--- src/hdl/flash_seq_pkg.sv ---
// Constants and types for the flash self-programming sequencer.
// Assumes a single system clock; no software-visible bus.
package flash_seq_pkg;
    localparam int ROW_INSTR       = 64;
    localparam int ROW_BYTES       = 192;
    localparam int PAGE_ROWS       = 8;
    localparam int PAGE_INSTR      = 512;
    localparam int PAGE_BYTES      = 1536;
    localparam int IDX_W           = 6;
    localparam int WORD_W          = 24;
    localparam int ADDR_W          = 24;
    localparam int START_BIT       = 15;
    localparam logic [7:0] KEY_FIRST  = 8'h55;
    localparam logic [7:0] KEY_SECOND = 8'hAA;
    localparam logic [1:0] OP_WORD  = 2'h0;
    localparam logic [1:0] OP_ROW   = 2'h1;
    localparam logic [1:0] OP_ERASE = 2'h2;
    localparam int TBLWR_CYCLES    = 2;
    localparam int ROW_TIME_NS     = 1473000;
    localparam int WORD_TIME_NS    = 50000;
    localparam int ERASE_TIME_NS   = 20000000;
    localparam int CLK_PERIOD_NS   = 8;
    localparam int ROW_CYCLES      = (ROW_TIME_NS + CLK_PERIOD_NS - 1) / CLK_PERIOD_NS;
    localparam int WORD_CYCLES     = (WORD_TIME_NS + CLK_PERIOD_NS - 1) / CLK_PERIOD_NS;
    localparam int ERASE_CYCLES    = (ERASE_TIME_NS + CLK_PERIOD_NS - 1) / CLK_PERIOD_NS;
    typedef enum logic [1:0] {KEY_IDLE, KEY_GOT1, KEY_ARMED} key_state_t;
    typedef enum logic [2:0] {SEQ_IDLE, SEQ_BUSY, SEQ_ROWWR, SEQ_DONE} seq_state_t;
endpackage

--- src/hdl/hold_buf_mem.sv ---
// Holding buffer memory: one row of instruction words, registered read.
// Assumes writes and reads on the same clock.
`timescale 1ns/10ps
module hold_buf_mem #(
    parameter int DEPTH = 64,
    parameter int AW    = 6,
    parameter int DW    = 24,
    parameter int LW    = 16
) (
    input  wire logic          ref_clk,
    input  wire logic          wr_en,
    input  wire logic [AW-1:0] wr_addr,
    input  wire logic [DW-1:0] wr_data,
    input  wire logic          wr_hi,
    input  wire logic [AW-1:0] rd_addr,
    output logic      [DW-1:0] rd_data
);
    logic [DW-1:0] mem [DEPTH];
    // Low write fills the whole low word, high write only the upper byte
    always_ff @(posedge ref_clk) begin
        if (wr_en) begin
            if (wr_hi) begin
                mem[wr_addr][DW-1:LW] <= wr_data[DW-1:LW];
            end else begin
                mem[wr_addr][LW-1:0] <= wr_data[LW-1:0];
            end
        end
        rd_data <= mem[rd_addr];
    end
endmodule // hold_buf_mem

--- src/hdl/flash_self_program_seq.sv ---
// Flash self-programming sequencer: holding buffer, unlock key, timed operations.
// Assumes the core stalls on cpu_stall and the flash macro takes row data per cycle.
// Overview of operation
// - Flash is organised as rows of 64 instructions, 192 bytes each.
// - Erase works only on pages of eight rows, 512 instructions.
// - Programming covers either a whole row or a single word.
// - Pages align to 1536 bytes and rows to 192 bytes from program memory start.
// - A holding buffer keeps 64 instructions of write data ahead of the array.
// - Each table write is a buffer-only write completing in two cycles.
// - Each row needs its own programming cycle; none spans two rows.
// - Setting control bit 15 starts the operation and hardware clears it at the end.
// - The core is stalled while an operation runs.
`timescale 1ns/10ps
module flash_self_program_seq #(
    parameter int ROW_CYC   = flash_seq_pkg::ROW_CYCLES,
    parameter int WORD_CYC  = flash_seq_pkg::WORD_CYCLES,
    parameter int ERASE_CYC = flash_seq_pkg::ERASE_CYCLES
) (
    input  wire logic                              ref_clk,
    input  wire logic                              reset,
    input  wire logic                              tbl_wr,
    input  wire logic                              tbl_hi,
    input  wire logic [flash_seq_pkg::ADDR_W-1:0]  tbl_addr,
    input  wire logic [15:0]                       tbl_data,
    input  wire logic                              key_wr,
    input  wire logic [7:0]                        key_data,
    input  wire logic                              ctrl_wr,
    input  wire logic [15:0]                       ctrl_data,
    input  wire logic                              other_wr,
    output logic                                   tbl_done,
    output logic [15:0]                            ctrl_rd,
    output logic                                   cpu_stall,
    output logic                                   fl_prog,
    output logic                                   fl_erase,
    output logic [flash_seq_pkg::ADDR_W-1:0]       fl_addr,
    output logic [flash_seq_pkg::WORD_W-1:0]       fl_data
);
    localparam int CW = 32;

    function automatic logic [flash_seq_pkg::ADDR_W-1:0] align_down(
        input logic [flash_seq_pkg::ADDR_W-1:0] a, input int unit);
        align_down = a - flash_seq_pkg::ADDR_W'(a % unit);
    endfunction

    // Holding buffer write path, two-cycle acknowledge
    logic tbl_ph_q, tbl_ph_d;
    logic [flash_seq_pkg::IDX_W-1:0] wr_idx;
    logic [flash_seq_pkg::IDX_W-1:0] rd_idx_q, rd_idx_d;
    logic [flash_seq_pkg::WORD_W-1:0] buf_rd;
    logic [flash_seq_pkg::WORD_W-1:0] wdata;
    // Instruction index: program addresses step by two per instruction
    assign wr_idx = flash_seq_pkg::IDX_W'(tbl_addr >> 1);
    assign wdata  = {tbl_data[7:0], tbl_data};

    hold_buf_mem #(
        .DEPTH (flash_seq_pkg::ROW_INSTR),
        .AW    (flash_seq_pkg::IDX_W),
        .DW    (flash_seq_pkg::WORD_W)
    ) hold_buf_mem_inst (
        .ref_clk  (ref_clk),
        .wr_en    (tbl_wr && !cpu_stall),
        .wr_addr  (wr_idx),
        .wr_data  (wdata),
        .wr_hi    (tbl_hi),
        .rd_addr  (rd_idx_d),
        .rd_data  (buf_rd)
    );

    always_comb begin
        tbl_ph_d = 1'b0;
        if (tbl_wr && !tbl_ph_q && !cpu_stall) begin
            tbl_ph_d = 1'b1;
        end
    end
    always_ff @(posedge ref_clk) begin
        if (reset) begin
            tbl_ph_q <= 1'b0;
        end else begin
            tbl_ph_q <= tbl_ph_d;
        end
    end
    assign tbl_done = tbl_ph_q;

    // Unlock key detector
    flash_seq_pkg::key_state_t key_q, key_d;
    always_comb begin
        key_d = key_q;
        case (key_q)
            flash_seq_pkg::KEY_IDLE: begin
                if (key_wr && key_data == flash_seq_pkg::KEY_FIRST) begin
                    key_d = flash_seq_pkg::KEY_GOT1;
                end
            end
            flash_seq_pkg::KEY_GOT1: begin
                if (key_wr) begin
                    key_d = (key_data == flash_seq_pkg::KEY_SECOND) ? flash_seq_pkg::KEY_ARMED
                                                                    : flash_seq_pkg::KEY_IDLE;
                end else if (tbl_wr || ctrl_wr || other_wr) begin
                    key_d = flash_seq_pkg::KEY_IDLE;
                end
            end
            flash_seq_pkg::KEY_ARMED: begin
                if (key_wr || tbl_wr || ctrl_wr || other_wr) begin
                    key_d = flash_seq_pkg::KEY_IDLE;
                end
            end
            default: key_d = flash_seq_pkg::KEY_IDLE;
        endcase
    end
    always_ff @(posedge ref_clk) begin
        if (reset) begin
            key_q <= flash_seq_pkg::KEY_IDLE;
        end else begin
            key_q <= key_d;
        end
    end

    // Operation sequencer
    flash_seq_pkg::seq_state_t st_q, st_d;
    logic [1:0]  op_q, op_d;
    logic        start_q, start_d;
    logic [CW-1:0] cnt_q, cnt_d;
    logic [flash_seq_pkg::ADDR_W-1:0] base_q, base_d;
    logic [flash_seq_pkg::ADDR_W-1:0] faddr_q, faddr_d;
    logic [flash_seq_pkg::WORD_W-1:0] fdata_q, fdata_d;
    logic        prog_q, prog_d, erase_q, erase_d;
    logic        launch;

    assign launch = ctrl_wr && ctrl_data[flash_seq_pkg::START_BIT]
                    && key_q == flash_seq_pkg::KEY_ARMED && st_q == flash_seq_pkg::SEQ_IDLE;

    always_comb begin
        st_d = st_q; op_d = op_q; start_d = start_q; cnt_d = cnt_q;
        base_d = base_q; rd_idx_d = rd_idx_q; faddr_d = faddr_q; fdata_d = fdata_q;
        prog_d = 1'b0; erase_d = 1'b0;
        case (st_q)
            flash_seq_pkg::SEQ_IDLE: begin
                if (ctrl_wr && !launch) begin
                    op_d = ctrl_data[1:0];
                end
                if (launch) begin
                    start_d = 1'b1;
                    op_d    = ctrl_data[1:0];
                    st_d    = flash_seq_pkg::SEQ_BUSY;
                    rd_idx_d = '0;
                    case (ctrl_data[1:0])
                        flash_seq_pkg::OP_ERASE: begin
                            base_d = align_down(tbl_addr, 2 * flash_seq_pkg::PAGE_INSTR);
                            cnt_d  = CW'(ERASE_CYC);
                        end
                        flash_seq_pkg::OP_ROW: begin
                            base_d = align_down(tbl_addr, 2 * flash_seq_pkg::ROW_INSTR);
                            cnt_d  = CW'(ROW_CYC);
                        end
                        default: begin
                            base_d   = tbl_addr;
                            rd_idx_d = wr_idx;
                            cnt_d    = CW'(WORD_CYC);
                        end
                    endcase
                end
            end
            flash_seq_pkg::SEQ_BUSY: begin
                // First pulse of each operation; a row streams the rest in the next state, which runs out the count
                faddr_d  = base_q;
                rd_idx_d = '0;
                st_d     = flash_seq_pkg::SEQ_ROWWR;
                if (op_q == flash_seq_pkg::OP_ERASE) begin
                    erase_d = 1'b1;
                end else begin
                    prog_d = 1'b1;
                    fdata_d = buf_rd;
                    if (op_q == flash_seq_pkg::OP_ROW) begin
                        rd_idx_d = rd_idx_q + 1'b1;
                    end
                end
                cnt_d = cnt_q - 1;
                if (cnt_q <= 1) begin
                    st_d = flash_seq_pkg::SEQ_DONE;
                end
            end
            flash_seq_pkg::SEQ_ROWWR: begin
                // Streams the rest of one row, then waits out the operation time
                if (rd_idx_q != '0) begin
                    prog_d  = 1'b1;
                    fdata_d = buf_rd;
                    faddr_d = faddr_q + flash_seq_pkg::ADDR_W'(2);
                    rd_idx_d = rd_idx_q + 1'b1;
                end
                cnt_d = cnt_q - 1;
                if (cnt_q <= 1) begin
                    st_d = flash_seq_pkg::SEQ_DONE;
                end
            end
            flash_seq_pkg::SEQ_DONE: begin
                start_d = 1'b0;
                st_d    = flash_seq_pkg::SEQ_IDLE;
            end
            default: st_d = flash_seq_pkg::SEQ_IDLE;
        endcase
    end
    always_ff @(posedge ref_clk) begin
        if (reset) begin
            st_q <= flash_seq_pkg::SEQ_IDLE;
            op_q <= flash_seq_pkg::OP_WORD;
            start_q <= 1'b0;
            cnt_q <= '0;
            base_q <= '0;
            rd_idx_q <= '0;
            faddr_q <= '0;
            fdata_q <= '0;
            prog_q <= 1'b0;
            erase_q <= 1'b0;
        end else begin
            st_q <= st_d;
            op_q <= op_d;
            start_q <= start_d;
            cnt_q <= cnt_d;
            base_q <= base_d;
            rd_idx_q <= rd_idx_d;
            faddr_q <= faddr_d;
            fdata_q <= fdata_d;
            prog_q <= prog_d;
            erase_q <= erase_d;
        end
    end

    assign cpu_stall = start_q;
    assign ctrl_rd   = {start_q, 13'h0000, op_q};
    assign fl_prog   = prog_q;
    assign fl_erase  = erase_q;
    assign fl_addr   = faddr_q;
    assign fl_data   = fdata_q;

    a_start_clears: assert property (@(posedge ref_clk) disable iff (reset)
        $fell(start_q) |-> $past(st_q) == flash_seq_pkg::SEQ_DONE) else $error("start cleared early");
    a_stall_during_op: assert property (@(posedge ref_clk) disable iff (reset)
        st_q != flash_seq_pkg::SEQ_IDLE |-> cpu_stall) else $error("core not stalled");
    a_key_gates_start: assert property (@(posedge ref_clk) disable iff (reset)
        $rose(start_q) |-> $past(key_q) == flash_seq_pkg::KEY_ARMED) else $error("start without key");
    a_tbl_two_cycle: assert property (@(posedge ref_clk) disable iff (reset)
        tbl_wr && !tbl_ph_q && !cpu_stall |=> tbl_done) else $error("table write ack late");
    a_erase_aligned: assert property (@(posedge ref_clk) disable iff (reset)
        fl_erase |-> fl_addr % (2 * flash_seq_pkg::PAGE_INSTR) == 0) else $error("erase misaligned");
    a_row_single: assert property (@(posedge ref_clk) disable iff (reset)
        fl_prog && op_q == flash_seq_pkg::OP_ROW |-> fl_addr - base_q < 2 * flash_seq_pkg::ROW_INSTR)
        else $error("row write spans rows");
    a_word_one: assert property (@(posedge ref_clk) disable iff (reset)
        fl_prog && op_q == flash_seq_pkg::OP_WORD |=> !fl_prog) else $error("word write repeated");
    a_erase_noprog: assert property (@(posedge ref_clk) disable iff (reset)
        fl_erase |-> !fl_prog) else $error("erase with program");
endmodule // flash_self_program_seq

--- config.mk ---
export PLATFORM = sky130hd
export DESIGN_NAME = flash_self_program_seq
export DESIGN_NICKNAME = d
export VERILOG_FILES = /design/src/hdl/flash_seq_pkg.sv /design/src/hdl/hold_buf_mem.sv /design/src/hdl/flash_self_program_seq.sv
export SDC_FILE = /design/constraint.sdc
export NUM_CORES = 2
export LEC_CHECK = 0
export BUFFER_PORTS_ARGS = -buffer_cell sky130_fd_sc_hd__buf_4
export CAP_MARGIN = 10
export CORE_MARGIN = 2
export CORE_UTILIZATION = 40
export DETAILED_ROUTE_END_ITERATION = 12
export MAX_ROUTING_LAYER = met4
export PLACE_DENSITY = 0.61
export SYNTH_ARGS = -nofsm -noshare
export SYNTH_HDL_FRONTEND = slang
export SYNTH_SLANG_ARGS = --single-unit
--- constraint.sdc ---
create_clock -name ref_clk -period 4.4 [get_ports ref_clk]
set_clock_uncertainty 0.15 [all_clocks]
set_input_delay 0.88 -clock ref_clk [delete_from_list [all_inputs] [get_ports ref_clk]]
set_output_delay 0.88 -clock ref_clk [all_outputs]
set_load 0.005 [all_outputs]
# Word level (Yosys, flattened, before mapping)
# Memory sizes are Yosys's and may differ from the RTL's. A register that Yosys moved wholly into a read port is not among the register bits.
# Index checks and enable logic that the tools add are counted.
# totals
ram_bits	1536
mem_count	1
inputBits	71
regBits	121
output_inout_bits	68
# memory_table
memory	depth	width	rd	rd_clocked_by_memory_dff	wr	line_no	rtl
hold_buf_mem_inst.mem	64	24	1	1	1	hold_buf_mem.sv:18	logic [DW-1:0] mem [DEPTH];
# op_classes
addsub	5
eq_ne	18
order_cmp	1
n_bitwise	1
n_reduce_logical	34
n_mux	40
# ops
op	count
24-bit case mux with 2 select lines	3
24-bit two-way mux	3
32-bit case mux with 2 select lines	1
22-bit case mux with 2 select lines	1
32-bit by 1-bit <= comparator with 1-bit output, second input constant	1
32-bit two-way mux	1
32-bit by 1-bit subtractor with 32-bit output, second input constant	1
6-bit two-way mux	5
24-bit by 2-bit adder with 24-bit output, second input constant	1
24-bit by 10-bit subtractor with 24-bit output	1
24-bit by 7-bit subtractor with 24-bit output	1
6-bit case mux with 3 select lines	1
2-bit two-way mux	7
1-bit two-way mux	12
2-bit inequality test, second input constant	6
2-bit AND reduction	6
3-bit case mux with 3 select lines	1
8-bit by 7-bit equality test with 1-bit output, second input constant	1
8-bit equality test, second input constant	1
1-bit logical AND	8
2-bit nonzero test	4
6-bit by 1-bit adder with 6-bit output, second input constant	1
2-bit by 1-bit equality test with 1-bit output, second input constant	3
2-bit equality test, second input constant	3
14 further kinds	26

# Longest topological paths before layout
# logic_depth
ltp_word	7
ltp_mapped	17
ltp_nobuf	11

# By module
# Synthesis repeated with hierarchy kept, for this count alone.
# unflattened
hier_cells	3525
hier_area_um2	65673.0
# modules_own_cells
module	n_inst	area_each_um2	cells_each	seq_area_each_um2
hold_buf_mem	1	59583.4	2754	46604.7
flash_self_program_seq	1	6089.6	771	2402.3

# Least setup slack after synthesis
# No wires, ideal clock.
# synth_timing
kind	input-to-reg
start	in ctrl_data[0]
end	reg hold_buf_mem_inst.rd_data[17] (read register of hold_buf_mem_inst.mem)
t_arrival_ns	3.371
path_stages	16
slack_ns	0.745
setup_time_ns	0.133
path_cell_list	inv_1 -> ha_1 -> buf_2 -> and3_1 -> buf_4 -> nand3_1 -> a31oi_1 -> a21oi_1 -> buf_4 -> buf_12 -> buf_2 -> mux4_2 -> nand2_1 -> nand2_1 -> o22ai_1 -> a311oi_2
# synth_via
elab_chain_cells	5
elab_cells_between_ends	6
# synth_lines
element	line_no	rtl
start, declared	flash_self_program_seq.sv:28	input wire logic [15:0] ctrl_data,
2-bit by 1-bit equality test with 1-bit output / 2-bit equality test (equally long branches)	flash_self_program_seq.sv:146	case (ctrl_data[1:0])
2-bit OR reduction (no source line) (*)	--	
6-bit two-way mux (*)	flash_self_program_seq.sv:146	
6-bit two-way mux (*)	flash_self_program_seq.sv:141	if (launch) begin
6-bit case mux with 3 select lines (*)	flash_self_program_seq.sv:136	case (st_q)
end, declared	hold_buf_mem.sv:16	output logic [DW-1:0] rd_data
# Every way passes the cells marked *; elsewhere a longest branch is shown, timed or not.
# A chain may end at the register's enable or synchronous reset.

# Worst setup path in the final report
# layout_timing
start	reg rd_idx_q[1] (netlist bit)
end	reg hold_buf_mem_inst.rd_data[7] (read register of hold_buf_mem_inst.mem)
# layout_via
elab_chain_cells	4
elab_cells_between_ends	7
# layout_lines
element	line_no	rtl
start, declared	flash_self_program_seq.sv:48	logic [flash_seq_pkg::IDX_W-1:0] rd_idx_q, rd_idx_d;
start signal, assigned	flash_self_program_seq.sv:220	rd_idx_q <= rd_idx_d;
6-bit by 1-bit adder with 6-bit output	flash_self_program_seq.sv:174, flash_self_program_seq.sv:188	
6-bit two-way mux	flash_self_program_seq.sv:173	if (op_q == flash_seq_pkg::OP_ROW) begin
6-bit two-way mux	flash_self_program_seq.sv:168	if (op_q == flash_seq_pkg::OP_ERASE) begin
6-bit case mux with 3 select lines (*)	flash_self_program_seq.sv:136	
# Marks and branches as above.

==> impl_metrics.ini <==
[power]
pwr-share-clk_pct = 39.1
p_seq_share_pct = 51.6
p_sw_mw = 8.20
sw_frac_of_total_pct = 23.7
powerDensity_mw_per_mm2 = 452
ir_drop_v = 0.000484
p_total_mw = 34.6
internal-power_mw = 26.4
combPwrFrac_pct = 9.3
p_leak_nw = 25.7

[die]
die_w_um = 411
ioPinCount = 139
fp-row-count = 149
initial_core_util_pct = 40.2
core_mm2 = 0.165
dieArea_mm2 = 0.169
dieHeight_um = 411

[place]
io_buffers = 112
gp_congestion = 0.854
place_hpwl_um = 101000
dp_slack_ns = -0.357
place_area_mm2 = 0.0713

[global_route]
grt_max_degree = 129
grt_remaining_overflow = 0
grt_pass1_wl_um = 246000
grt_pass1_vias = 37263
track_usage_pct = 20.3
antenna_found_initial = 5

[routing]
via_per_inst = 5.51
drc = 0
drt_wl_total_um = 169000
dr.pass1.iters = 6
vias = 38409
routedWlPerCell_um = 24.2
postRouteAntennaNets = 0
drt-initial-drc-count = 4311

[clock_network]
cts_buffer_depth = 3
clkTransAtPathRegs_ns = 0.06
htree_levels = 4
post-cts-setup-buffer-count = 0
clock_latency_ns = 0.80
numCtsBuffers = 167
hold_buffers = 0
cts.sinks = 1680
ctsResizeCount = 0
cts_tree = yes
root_buffer = clkbuf_16

[yosys]
ys.warnings.count = 0
yosysSeqAreaShare_pct = 74.1
synth_cell_type_count = 69
synth_area_mm2 = 0.0661
synth-seq-cells = 1680
synth_edf_count = 1536
ys_async_sr_fraction_pct = 0
synth_top_family_by_area = simple AND/OR/NAND/NOR gates
synthAdderAreaFrac_pct = 0.246
syn_avg_cell_area_um2 = 15.3
synth_top_area_share_pct = 69.8
synthFlopType = edfxtp_1
synth_compound_area_share_pct = 5.19
synthMuxAreaShare_pct = 8.12
synthSimpleGateAreaFrac_pct = 9.89
syn_inst = 4314
synth_top_area_cell = edfxtp_1
synth_xor_area_share_pct = 0.146
synth_area_leaders = edfxtp_1, mux4_2, nand2_1

[run]
drv_cap = 0

[timing]
report.final.slew_viol_count = 0
hold_violations = 0
max_slew_margin_pct = 9.32
worst_slack_ns = 0.339
min_period_ns = 4.06
rsz0062_at_grt = false
setup_viol = 0
fin_crit_sh_pct = 92.3
fin_setup_tns_ns = 0
worst_pin_slew_ns = 1.36
fmax_ghz = 0.246

[finish]
area_growth_pct = 15.7
fin_area_mm2 = 0.0765
layout-drive-gt1-share_pct = 18.6
fin_nets = 4725

[setup_path]
cp-start-kind = flop
critPathKind = reg2reg
endpoint_kind = flop
crit_arrival_ns = 4.58
required_ns = 4.92
crit_path_max_fanout = 32

[run_status]
status = complete, no violations

[min_path]
hp-class = in2reg
-- per-stage QoR --
step                      util, %  std cells  hold slack [ns]
after floorplan                 -       4326            0.267
after global placement       43.3       6660            0.264
after detailed placement     43.3       6660            0.272
after CTS                    46.5       6967            0.137
after global routing         46.5       6969            0.171
final                        46.5       6972            0.200
-- layout make-up --
class	instances	area, µm²
repair buffers	430	3820
multi-input cells	2343	15700
flip-flops and latches	1680	49000
clock inverters	89	738
clock buffers	218	4400
fillers	14055	88100
well taps	2189	2740
inverters	19	71.3
diodes	4	10.0
-- logic make-up (layout without fill, tap and decap cells) --
logic type,count (synthesis),in the layout
DFF,1680,1680
xor gates and xnor gates,11,11
AOI/OAI and AO/OA,494,494
adders and majority gates,13,13
buffers and inverters,304,756
muxes,296,296
and+or+nand+nor,1515,1516
other,1,17
-- routing by layer --
metal / GRT usage, % / wire (µm) / vias to the layer above
li1: - / - / 17123
met1: 27.9 / 72000 / 19520
met2: 31.0 / 79100 / 1506
met3: 3.25 / 12500 / 260
met4: 6.55 / 5000 / 0
met5: - / 0 / -
-- power groups by stage --
stage	registers [mW]	clock network [mW]	logic, mW
3_3_place_gp	18.2	0	3.18
4_1_cts	17.9	13.8	3.23
5_1_grt	17.9	14.4	3.53
2_1_floorplan	18.2	0	1.95
3_5_place_dp	18.2	0	3.22
6_report	17.9	13.5	3.21
-- sequential cells by signal, summed over array words and instances (netlist names), 2 cells and up --
name	flops
base_q	24
cnt_q	32
fl_addr	24
fl_data	24
hold_buf_mem_inst.mem	1536
hold_buf_mem_inst.rd_data	24
key_q	2
op_q	2
rd_idx_q	6
st_q	2
-- worst paths after layout --
kind | endpoint | startpoint | cells past startpoint | slack, ns
worst max-delay path | hold_buf_mem_inst.rd_data[7] | rd_idx_q[1] | 13 | 0.34
worst max register to register | hold_buf_mem_inst.rd_data[7] | rd_idx_q[1] | 13 | 0.34
worst min register to register | fl_data[1] | hold_buf_mem_inst.rd_data[1] | 2 | 0.29
worst min-delay path | base_q[23] | tbl_addr[23] | 3 | 0.20
-- worst max-delay path, cell delays in order (launching register included) --
cell      delay [ns]
dfxtp_1         0.34
inv_1           0.09
ha_1            0.13
nor3b_2         0.31
nand3_1         0.17
a21o_1          0.26
and2_1          0.29
nor2_4          0.66
buf_4           0.53
a31oi_1         0.15
and3_1          0.29
a21oi_1         0.32
buf_4           0.18
a311oi_2        0.04
-- Yosys cell counts (all sizes together), types with 10 or more instances --
library cell / instances
nand4: 32
o21ai: 39
nand2: 882
or3: 28
ha: 13
edfxtp: 1536
o22ai: 30
nor2: 206
nand3b: 10
inv: 19
nand3: 206
nor3: 26
buf: 136
mux2i: 104
and3: 78
mux4: 192
a21oi: 188
a2111oi: 48
a31oi: 58
a311oi: 25
dfxtp: 144
a32o: 48
clkbuf: 149
a211oi: 14
-- layout by cell type (no fill, tap or decap), drive strengths merged, types with 14 or more instances in the layout --
cell | Yosys | final
a2111oi | 48 | 48
a211oi | 14 | 14
a21oi | 188 | 188
a311oi | 25 | 25
a31oi | 58 | 58
a32o | 48 | 48
and3 | 78 | 78
buf | 136 | 430
clkbuf | 149 | 218
clkinv | 0 | 67
dfxtp | 144 | 144
edfxtp | 1536 | 1536
inv | 19 | 27
mux2i | 104 | 104
mux4 | 192 | 192
nand2 | 882 | 882
nand3 | 206 | 206
nand4 | 32 | 32
nor2 | 206 | 207
nor3 | 26 | 26
o21ai | 39 | 39
o22ai | 30 | 30
or3 | 28 | 28
(Power assumes the default switching activity.)
